$ cat config.mk
export PLATFORM = sky130hd
export DESIGN_NAME = ioser_top
export DESIGN_NICKNAME = d
export VERILOG_FILES = /design/src/ioser_pkg.sv /design/src/ioser_top.sv /design/src/ioser_cnt.sv
export VERILOG_INCLUDE_DIRS = /design/src
export SDC_FILE = /design/constraint.sdc
export NUM_CORES = 1
export LEC_CHECK = 0
export BUFFER_PORTS_ARGS = -buffer_cell sky130_fd_sc_hd__buf_2
export CAP_MARGIN = 20
export CORE_ASPECT_RATIO = 0.7
export CORE_MARGIN = 4
export CORE_UTILIZATION = 40
export CTS_CLUSTER_DIAMETER = 80
export DETAILED_ROUTE_END_ITERATION = 12
export PLACE_DENSITY = 0.7
export SLEW_MARGIN = 20
export SYNTH_ARGS = -nofsm -noshare
export SYNTH_HDL_FRONTEND = slang
export SYNTH_HIERARCHICAL = 1
export SYNTH_SLANG_ARGS = --single-unit
$ cat constraint.sdc
create_clock -name clk -period 2.5 [get_ports clk]
set_clock_uncertainty 0.1 [all_clocks]
set_input_delay 0.25 -clock clk [delete_from_list [all_inputs] [get_ports clk]]
set_output_delay 0.25 -clock clk [all_outputs]
set_load 0.1 [all_outputs]
$ cat src/ioser_map.svh
// widths and reset values for the i/o ordering and refetch barrier block
`ifndef IOSER_MAP_SVH
`define IOSER_MAP_SVH
`define IOSER_CNT_W      4
`define IOSER_CNT_RST    4'h0
`define IOSER_ST_W       3
`define IOSER_OP_W       3
`define IOSER_ABE_RST    1'b0
`endif

$ cat src/ioser_pkg.sv
// types shared by the i/o ordering and refetch barrier block
`include "ioser_map.svh"
package ioser_pkg;
  typedef enum logic [`IOSER_OP_W-1:0] {
    IOSER_OP_OTHER = 3'h0,
    IOSER_OP_CIWT  = 3'h1,
    IOSER_OP_EIO   = 3'h2,
    IOSER_OP_RFB   = 3'h3,
    IOSER_OP_FMB   = 3'h4
  } ioser_op_t;

  typedef enum logic [`IOSER_ST_W-1:0] {
    IOSER_IDLE     = 3'h0,
    IOSER_EI_DRAIN = 3'h1,
    IOSER_EI_BUS   = 3'h2,
    IOSER_IS_WAIT  = 3'h3,
    IOSER_SY_DRAIN = 3'h4,
    IOSER_SY_BUS   = 3'h5
  } ioser_state_t;

  typedef enum logic {
    IOSER_BUS_EIO = 1'b0,
    IOSER_BUS_FMB = 1'b1
  } ioser_bus_kind_t;

  // dispatch request toward the load_store_unit
  typedef struct packed {
    logic      valid;
    ioser_op_t op;
  } ioser_disp_t;

  // request handed straight to the bus interface unit
  typedef struct packed {
    logic            req;
    ioser_bus_kind_t kind;
    logic            l2_bypass;
  } ioser_bus_t;
endpackage

$ cat src/ioser_top.sv
// i/o ordering barrier, refetch barrier and full barrier sequencing
module ioser_top
  import ioser_pkg::*;
(
  // clock and reset
  input  wire logic        clk,
  input  wire logic        rst,
  // configuration from impl_control_reg_zero
  input  wire logic        address_broadcast_enable,
  // dispatch
  input  wire ioser_disp_t disp,
  output logic             disp_ready,
  output logic             barrier_done,
  // load_store_unit status
  input  wire logic        ciwt_performed,
  input  wire logic        older_done,
  // store queue and fetch
  output logic             sq_fence,
  output logic             ifq_flush,
  output logic             fetch_hold,
  // bus interface unit
  output ioser_bus_t       bus,
  input  wire logic        bus_ack,
  input  wire logic        bus_ok
);
  ioser_state_t    state_r;
  ioser_state_t    state_nxt;
  logic            abe_r;
  logic            done_r;
  logic            fence_r;
  logic            flush_r;
  logic            hold_r;
  ioser_bus_kind_t kind_r;
  logic            cnt_zero;
  logic            fire;
  logic            ciwt_fire;
  logic            in_bus;

  // true for an opcode that orders against the i/o barrier
  function automatic logic is_ordered(input ioser_op_t op);
    is_ordered = (op == IOSER_OP_CIWT) || (op == IOSER_OP_EIO) ||
                 (op == IOSER_OP_RFB)  || (op == IOSER_OP_FMB);
  endfunction

  // dispatch decode: ordered ops only accepted while idle
  assign fire       = disp.valid && disp_ready;
  assign ciwt_fire  = fire && (disp.op == IOSER_OP_CIWT);
  assign disp_ready = !is_ordered(disp.op) || (state_r == IOSER_IDLE);
  assign in_bus     = (state_r == IOSER_EI_BUS) || (state_r == IOSER_SY_BUS);

  // outputs
  assign barrier_done  = done_r;
  assign sq_fence      = fence_r;
  assign ifq_flush     = flush_r;
  assign fetch_hold    = hold_r;
  assign bus.req       = in_bus;
  assign bus.kind      = kind_r;
  assign bus.l2_bypass = in_bus;

  // outstanding ci/wt accesses, issued in order and performed in order
  ioser_cnt u_cnt (
    .clk   (clk),
    .rst   (rst),
    .inc   (ciwt_fire),
    .dec   (ciwt_performed),
    .count (),
    .zero  (cnt_zero)
  );

  // barrier sequencer
  always_comb
  begin
    state_nxt = state_r;
    case (state_r)
      IOSER_IDLE:
      begin
        if (fire && disp.op == IOSER_OP_EIO)
          state_nxt = IOSER_EI_DRAIN;
        else if (fire && disp.op == IOSER_OP_RFB)
          state_nxt = IOSER_IS_WAIT;
        else if (fire && disp.op == IOSER_OP_FMB)
          state_nxt = IOSER_SY_DRAIN;
      end
      IOSER_EI_DRAIN:
      begin
        if (cnt_zero)
          state_nxt = abe_r ? IOSER_EI_BUS : IOSER_IDLE;
      end
      IOSER_EI_BUS:
      begin
        if (bus_ack)
          state_nxt = IOSER_IDLE;
      end
      IOSER_IS_WAIT:
      begin
        if (older_done)
          state_nxt = IOSER_IDLE;
      end
      IOSER_SY_DRAIN:
      begin
        if (cnt_zero && older_done)
          state_nxt = abe_r ? IOSER_SY_BUS : IOSER_IDLE;
      end
      IOSER_SY_BUS:
      begin
        if (bus_ack && bus_ok)
          state_nxt = IOSER_IDLE;
      end
      default:
        state_nxt = IOSER_IDLE;
    endcase
  end

  // state and configuration sample
  always_ff @(posedge clk)
  begin
    if (rst)
    begin
      state_r <= IOSER_IDLE;
      abe_r   <= `IOSER_ABE_RST;
    end
    else
    begin
      state_r <= state_nxt;
      if (fire && is_ordered(disp.op) && disp.op != IOSER_OP_CIWT)
        abe_r <= address_broadcast_enable;
    end
  end

  // completion pulse when a barrier sequence returns to idle
  always_ff @(posedge clk)
  begin
    if (rst)
      done_r <= 1'b0;
    else
      done_r <= (state_r != IOSER_IDLE) && (state_nxt == IOSER_IDLE);
  end

  // store queue fence and instruction queue flush pulses
  always_ff @(posedge clk)
  begin
    if (rst)
    begin
      fence_r <= 1'b0;
      flush_r <= 1'b0;
    end
    else
    begin
      fence_r <= fire && (disp.op == IOSER_OP_EIO);
      flush_r <= fire && (disp.op == IOSER_OP_RFB);
    end
  end

  // fetch held from refetch barrier dispatch until older work is done
  always_ff @(posedge clk)
  begin
    if (rst)
      hold_r <= 1'b0;
    else if (fire && disp.op == IOSER_OP_RFB)
      hold_r <= 1'b1;
    else if (state_r == IOSER_IS_WAIT && older_done)
      hold_r <= 1'b0;
  end

  // bus operation kind chosen on entry to a bus state
  always_ff @(posedge clk)
  begin
    if (rst)
      kind_r <= IOSER_BUS_EIO;
    else if (state_nxt == IOSER_SY_BUS)
      kind_r <= IOSER_BUS_FMB;
    else if (state_nxt == IOSER_EI_BUS)
      kind_r <= IOSER_BUS_EIO;
  end

  // checks
  AST_EI_DRAIN_WAIT: assert property (@(posedge clk) disable iff (rst)
    state_r == IOSER_EI_DRAIN && !cnt_zero |=> state_r == IOSER_EI_DRAIN)
    else $error("i/o barrier left drain with accesses outstanding");
  AST_CIWT_STALL: assert property (@(posedge clk) disable iff (rst)
    disp.valid && disp.op == IOSER_OP_CIWT && state_r != IOSER_IDLE |-> !disp_ready)
    else $error("ci/wt access accepted behind a barrier");
  AST_EI_BROADCAST: assert property (@(posedge clk) disable iff (rst)
    state_r == IOSER_EI_DRAIN && cnt_zero && abe_r |=> bus.req && bus.kind == IOSER_BUS_EIO)
    else $error("i/o barrier did not broadcast");
  AST_BYPASS_L2: assert property (@(posedge clk) disable iff (rst)
    bus.req |-> bus.l2_bypass)
    else $error("bus ordering operation not bypassing l2");
  AST_NO_BUS_ABE0: assert property (@(posedge clk) disable iff (rst)
    state_r == IOSER_EI_DRAIN && cnt_zero && !abe_r |=> !bus.req ##1 !bus.req)
    else $error("bus transaction with broadcast disabled");
  AST_FENCE: assert property (@(posedge clk) disable iff (rst)
    fire && disp.op == IOSER_OP_EIO |=> sq_fence ##1 !sq_fence)
    else $error("store queue fence missing");
  AST_RFB_FLUSH: assert property (@(posedge clk) disable iff (rst)
    fire && disp.op == IOSER_OP_RFB |=> ifq_flush && fetch_hold)
    else $error("refetch barrier did not flush and hold");
  AST_RFB_HOLD: assert property (@(posedge clk) disable iff (rst)
    state_r == IOSER_IS_WAIT && !older_done |=> fetch_hold)
    else $error("fetch released before older instructions done");
  AST_FMB_RETRY: assert property (@(posedge clk) disable iff (rst)
    state_r == IOSER_SY_BUS && bus_ack && !bus_ok |=> !barrier_done && bus.req)
    else $error("full barrier completed on failed broadcast");
  COV_EI_BUS: cover property (@(posedge clk) disable iff (rst)
    state_r == IOSER_EI_BUS && bus_ack);
  COV_RFB: cover property (@(posedge clk) disable iff (rst)
    state_r == IOSER_IS_WAIT && older_done);
  COV_FMB_RETRY: cover property (@(posedge clk) disable iff (rst)
    state_r == IOSER_SY_BUS && bus_ack && !bus_ok);
endmodule

$ cat src/ioser_cnt.sv
// counter of cache-inhibited or write-through accesses issued and not yet performed
module ioser_cnt
  import ioser_pkg::*;
(
  // clock and reset
  input  wire logic                   clk,
  input  wire logic                   rst,
  // events
  input  wire logic                   inc,
  input  wire logic                   dec,
  // state
  output logic [`IOSER_CNT_W-1:0]     count,
  output logic                        zero
);
  logic [`IOSER_CNT_W-1:0] cnt_r;
  logic [`IOSER_CNT_W-1:0] cnt_nxt;

  // issue and perform in one cycle cancel out
  assign cnt_nxt = (inc && !dec) ? cnt_r + `IOSER_CNT_W'(1) :
                   (dec && !inc) ? cnt_r - `IOSER_CNT_W'(1) : cnt_r;
  assign count   = cnt_r;
  assign zero    = (cnt_r == `IOSER_CNT_RST);

  // count register
  always_ff @(posedge clk)
  begin
    if (rst)
      cnt_r <= `IOSER_CNT_RST;
    else
      cnt_r <= cnt_nxt;
  end
endmodule

==> impl_metrics.ini, run 1 <==
[placed_design]
place_area_um2 = 966
port_buffers = 18
dp.cells = 137
hpwlAfterDp_mm = 1.42
gp_congestion = 0.805

[synthesis]
yosys_warnings = 6
yosys.area.top_type = dfxtp_1
netlist_instances = 98
synth_area_leaders = dfxtp_1 (31%), nor2_1 (6.8%), ha_1 (4.5%)
syn_nets = 113
synth-seq-cells = 13
synth.top_cell.area_share_pct = 31.2
synthAdderAreaFrac_pct = 6.91
synthSimpleGateAreaFrac_pct = 34.2
muxShareOfSynthArea_pct = 5.11
synthesis.area_um2 = 833
ys_types = 39
synth-seq-area-share_pct = 31.2
synth_top_family_by_area = simple AND/OR/NAND/NOR gates
synth-xor-area-share_pct = 2.10
synth.avg_cell_area_um2 = 8.50
synth_compound_area_share_pct = 11.9

[timing]
whs_ps = 106
max_slew_margin_pct = 67.8
hold_viol = 0
rsz0062_at_grt = yes
fin_ws_ps = -81.4
post-route-period-util_pct = 103
slew_violations = 0
fin_crit_ps = 2580
fmax_mhz = 387
setup_viol = 1
tightest_slew_ps = 486

[route]
drc_errors = 0
routedWlPerCell_um = 13.3
wirelength_mm = 1.88
drt_iter0_drc = 39
ant_nets = 0
drt_pass1_iterations = 4
vias_per_cell = 5.45
vias = 769

[global_route]
grt-ovfl-total = 0
antenna_found_initial = 0
grt.total_usage_pct = 14.8
grt_pass1_vias = 717
grt_pass1_wl_mm = 3.27
grt_max_degree = 15

[floorplan]
design.core.area_um2 = 1920
die_x_um = 62.6
initial_utilization_pct = 43.4
io_pins = 19
rows = 13
dieArea_um2 = 2890
die_y_um = 46.2

[status]
violations = negative setup slack
status = finished, violations left

[cts]
cts_tree = done
clk_latency_ps = 280
clkTransAtPathRegs_ps = 80
post-cts-setup-buffers = 0
clock-sinks = 13
cts_buffers = 3
htreeDepth = 1
root_buffer = clkbuf_4
clockBufferDepth = 2

[final_layout]
final_area_um2 = 1010
final_layout_size_suffix_gt1_share_pct = 31.1
finalNetCount = 135
fin_cells = 141
most-common-layout-cells = buf_2 (18), nor2_1 (15), dfxtp_1 (13), buf_4 (7), nand2_1 (5)
area.growth.synth_to_final_pct = 21.0
antennaDiodeCount = 0
layout_commonest_cell = buf_2

[setup_path]
startpoint_type = flip-flop
worst-path-stages = 9
worst-r2r-cell-count = 9
worst_ep_arrival_time_ps = 2650
crit_buf_inv = 1
required_ps = 2570
cp_top_family = simple AND/OR/NAND/NOR gates
slowest_stage = or4b_4
cp_slowest_stage_delay_ps = 560
worst_setup_path_end_kind = flip-flop
path_cells = or4b_4 > nor4b_4 > ha_2 > inv_2 > ha_4 > a21oi_2 > a211oi_2 > a31oi_1 > mux2_1
criticalPathCategory = flip-flop to flip-flop
path_max_fanout = 3

[power]
max-vdd-ir-drop_v = 0.000236
leakagePower_uw = 0.000429
power.density_nw_per_um2 = 579

[worst_hold_path]
hp-class = input pin to flip-flop
min_path_cells = 3

[flow_run]
drv_cap = 0
==> final timing paths <==
kind / from / endpoint / slack, ps
worst min register to register: kind_r$_SDFFE_PP0P_ / kind_r$_SDFFE_PP0P_ / 390
worst max register to register: state_r[2]$_SDFF_PP0_ / u_cnt/count[3]$_SDFFE_PP0P_ / -80
worst min-delay path: address_broadcast_enable / abe_r$_SDFFE_PP0P_ / 110
worst max-delay path: state_r[2]$_SDFF_PP0_ / u_cnt/count[3]$_SDFFE_PP0P_ / -80
==> synthesized netlist by cell type, drive strengths merged <==
cell	instances
a221o	1
ha	3
inv	3
and4	1
nand4b	2
dfxtp	13
nor3b	4
o21ai	3
buf	7
or4b	1
nor4	2
and3	2
a32o	1
nand3	2
nor2b	3
nor3	5
and2	1
o21bai	1
a21oi	4
xnor2	1
o32ai	1
nor2	15
a31oi	2
nand2	5
nand3b	1
nand2b	3
mux2i	2
a211oi	1
nor4b	2
fa	1
clkbuf	1
mux2	2
a22oi	1
xor2	1
==> per-stage QoR <==
stage                     TNS [ps]  power (µW)  util [%]  setup WS [ps]
after floorplan              -10.9         400         -          -10.9
after global placement           0         447      50.3           9.17
after detailed placement     -90.3         452      50.3          -83.5
after CTS                    -61.8         588      52.1          -61.8
after global routing          -350         624      52.5           -184
final                        -81.4         584      52.5          -81.4
==> power by group <==
part | switching [µW] | total (µW) | internal [µW]
clock | 69.0 | 131 | 62.0
combinational | 127 | 212 | 85.1
sequential | 16.7 | 241 | 225
==> flip-flops by register name, indices dropped and copies added, names as in the netlist <==
signal	cells
abe_r	1
barrier_done	1
fetch_hold	1
ifq_flush	1
kind_r	1
sq_fence	1
state_r	3
u_cnt/count	4
==> what timing repair did <==
action / 4_1_cts / 5_1_grt
hold endpoints to repair: 0 / 0
gates resized for setup: 3 / 1
pin swaps: 2 / 1
hold buffers: 0 / 0
endpoints found under the setup margin: 2 / 2
==> layout make-up <==
cell class / instances / area, µm²
fillers: 181 / 911
well taps: 22 / 27.5
inverters: 3 / 11.3
flip-flops and latches: 13 / 260
multi-input cells: 74 / 541
repair buffers: 25 / 143
clock buffers: 4 / 26.3
==> worst min-delay path, delay by kind of cell <==
family | cells | cell delay, ps
buf+inv | 1 | 80
mux | 1 | 50
simple gates | 1 | 70
==> per-layer routing <==
| layer | routed length (µm) | global-route usage [%] |
|---|---|---|
| met5 | 0 | 0 |
| met4 | 14 | 3.95 |
| met3 | 108 | 5.85 |
| met2 | 789 | 23.5 |
| met1 | 964 | 19.0 |
==> cell families after synthesis <==
kind of cell / count (synthesis)
adders and majority gates: 4
DFF: 13
buffers and inverters: 11
AOI/OAI and AO/OA: 15
xor gates and xnor gates: 2
muxes: 4
and+or+nand+nor: 49
(Power assumes the default switching activity.)
==> run 2, diff against run 1 <==
- HOLD_SLACK_MARGIN: unset -> 0.03
- PLACE_DENSITY: 0.7 -> 0.6
==> run 2 against run 1 <==
The flow still finishes with violations (negative setup slack). Highest routed layer unchanged. Clock-buffer cell count unchanged. Cell area rose by 3.3%. Non-clock buffer count up 2. Via count up 0.65%. Die area unchanged. Sequential share of layout area down 0.72 points. Setup slack worse by 46 ps. Largest power group unchanged.
==> impl_metrics.ini, run 2 (synthesis gave the netlist of run 1 again) <==
[status]
status = finished, violations left
violations = negative setup slack

[route]
wirelength_mm = 1.99
dr_wl_met2_um = 776
vias_per_cell = 5.41
drt_pass1_iterations = 4
vias = 774
ant_nets = 0
drt_iter0_drc = 24
wl_met1_mm = 1.07
drc_errors = 0
top_layer = met4
met3WireLength_um = 122
routedWlPerCell_um = 13.9

[final_layout]
final_layout_size_suffix_gt1_share_pct = 35.5
layout_commonest_cell = buf_2
most-common-layout-cells = buf_2 (18), nor2_1 (15), dfxtp_1 (12), buf_4 (9), nand2_1 (5)
antennaDiodeCount = 0
finalNetCount = 137
largest_reg_flops = 4
area.growth.synth_to_final_pct = 25.1
final_core_util_pct = 54.3

[cts]
root_buffer = clkbuf_4
clk_latency_ps = 280
clockBufferDepth = 2
htreeDepth = 1
clkTransAtPathRegs_ps = 80
clock-sinks = 13
cts-hold-fix-buffers = 0
cts_buffers = 3
cts_tree = done

[placed_design]
hpwlAfterDp_mm = 1.48
port_buffers = 18
pre_cts_ws_ps = -81.6
gp_congestion = 0.754

[power]
max-vdd-ir-drop_v = 0.000259
p_sw_uw = 220
power.density_nw_per_um2 = 576
switching_share_pct = 36.7
pwr-share-seq_pct = 40.4
leakagePower_uw = 0.000447
pwr-share-comb_pct = 37.3
clockPowerShare_pct = 22.3
internal-power_uw = 380

[setup_path]
slowest_stage = or4b_4
worst-r2r-cell-count = 9
crit_end = u_cnt/count[3]$_SDFFE_PP0P_
path_cells = or4b_4 > nor4b_4 > ha_2 > inv_4 > ha_1 > nand3_2 > a211oi_2 > a31oi_1 > mux2_1
critPathLaunch = state_r[2]$_SDFF_PP0_
worst_setup_path_end_kind = flip-flop
required_ps = 2580
startpoint_type = flip-flop
rr_endpoint = u_cnt/count[3]$_SDFFE_PP0P_
r2r_start = state_r[2]$_SDFF_PP0_
r2r_slack_ps = -130
worst_ep_arrival_time_ps = 2710
criticalPathCategory = flip-flop to flip-flop
cp_slowest_stage_delay_ps = 550
path_max_fanout = 4

[timing]
fin_crit_ps = 2630
slew_violations = 0
max_slew_margin_pct = 67.6
fin_ws_ps = -128
fmax_mhz = 381
hold_viol = 0
tightest_slew_ps = 489
post-route-period-util_pct = 105
setup_viol = 1
whs_ps = 95.4
rsz0062_at_grt = yes

[global_route]
grt-ovfl-total = 0
grt.total_usage_pct = 15.9
antenna_found_initial = 0
grt_pass1_wl_mm = 3.45
grt_max_degree = 15
grt_pass1_vias = 700

[floorplan]
design.core.area_um2 = 1920
io_pins = 19
rows = 13
dieArea_um2 = 2890
die_y_um = 46.2
die_x_um = 62.6
initial_utilization_pct = 43.4

[flow_run]
drv_cap = 0

[worst_hold_path]
hp-class = input pin to flip-flop
## run 2: cell types whose count changed in the layout (fill, tap and decap cells not counted), sizes merged
cell  delta
buf      +2
## run 2: worst min path at each step
stage / startpoint / end / cells past startpoint
after detailed placement: kind_r$_SDFFE_PP0P_ / kind_r$_SDFFE_PP0P_ / 2
after CTS: address_broadcast_enable / abe_r$_SDFFE_PP0P_ / 3
after global routing: address_broadcast_enable / abe_r$_SDFFE_PP0P_ / 3
final: address_broadcast_enable / abe_r$_SDFFE_PP0P_ / 3
after global placement: kind_r$_SDFFE_PP0P_ / kind_r$_SDFFE_PP0P_ / 2
after floorplan: rst / u_cnt/count[0]$_SDFFE_PP0P_ / 1
## run 2: worst max-delay path: cells and delay by family, from the launching register on
family                   cells  cell delay, ps
flip-flops                   1             320
buffers and inverters        1              50
multiplexers                 1             310
AO/OA/AOI/OAI                2             330
AND/OR/NAND/NOR              3             880
adder cells (fa/ha/maj)      2             530
## run 2: power groups by stage
stage | logic, µW | registers [µW] | clock network (µW)
final | 224 | 242 | 134
after global routing | 245 | 247 | 152
after CTS | 212 | 242 | 139
after detailed placement | 206 | 247 | 0
after global placement | 204 | 247 | 0
after floorplan | 139 | 261 | 0
## run 2: cell type report
type                            instances  area (µm²)
Sequential cell                        13         262
Inverter                                3        13.8
Tap cell                               22        27.5
Timing Repair Buffer                   27         158
Clock buffer                            4        26.3
Fill cell                             193         877
Multi-Input combinational cell         74         556
## run 2: routing by layer
metal  vias to the layer above  track usage [%]
li1                        396                -
met3                         5             6.34
met2                        20             23.5
met4                         0             5.26
met5                         -                0
met1                       353             21.2
## run 2: timing repair
action	in CTS	in global routing
pin swaps	1	5
endpoints found under the setup margin	2	2
buffers inserted	1	1
resized for setup	4	5
## run 2: stage by stage
stage               TNS, ps  std cells  power (µW)  instance area (µm²)
finish                 -128        143         600                 1040
global route           -283        143         645                 1040
CTS                   -49.6        142         593                 1020
detailed placement    -81.6        137         453                  966
global placement      -26.6        137         450                  966
floorplan             -10.9         98         400                  856
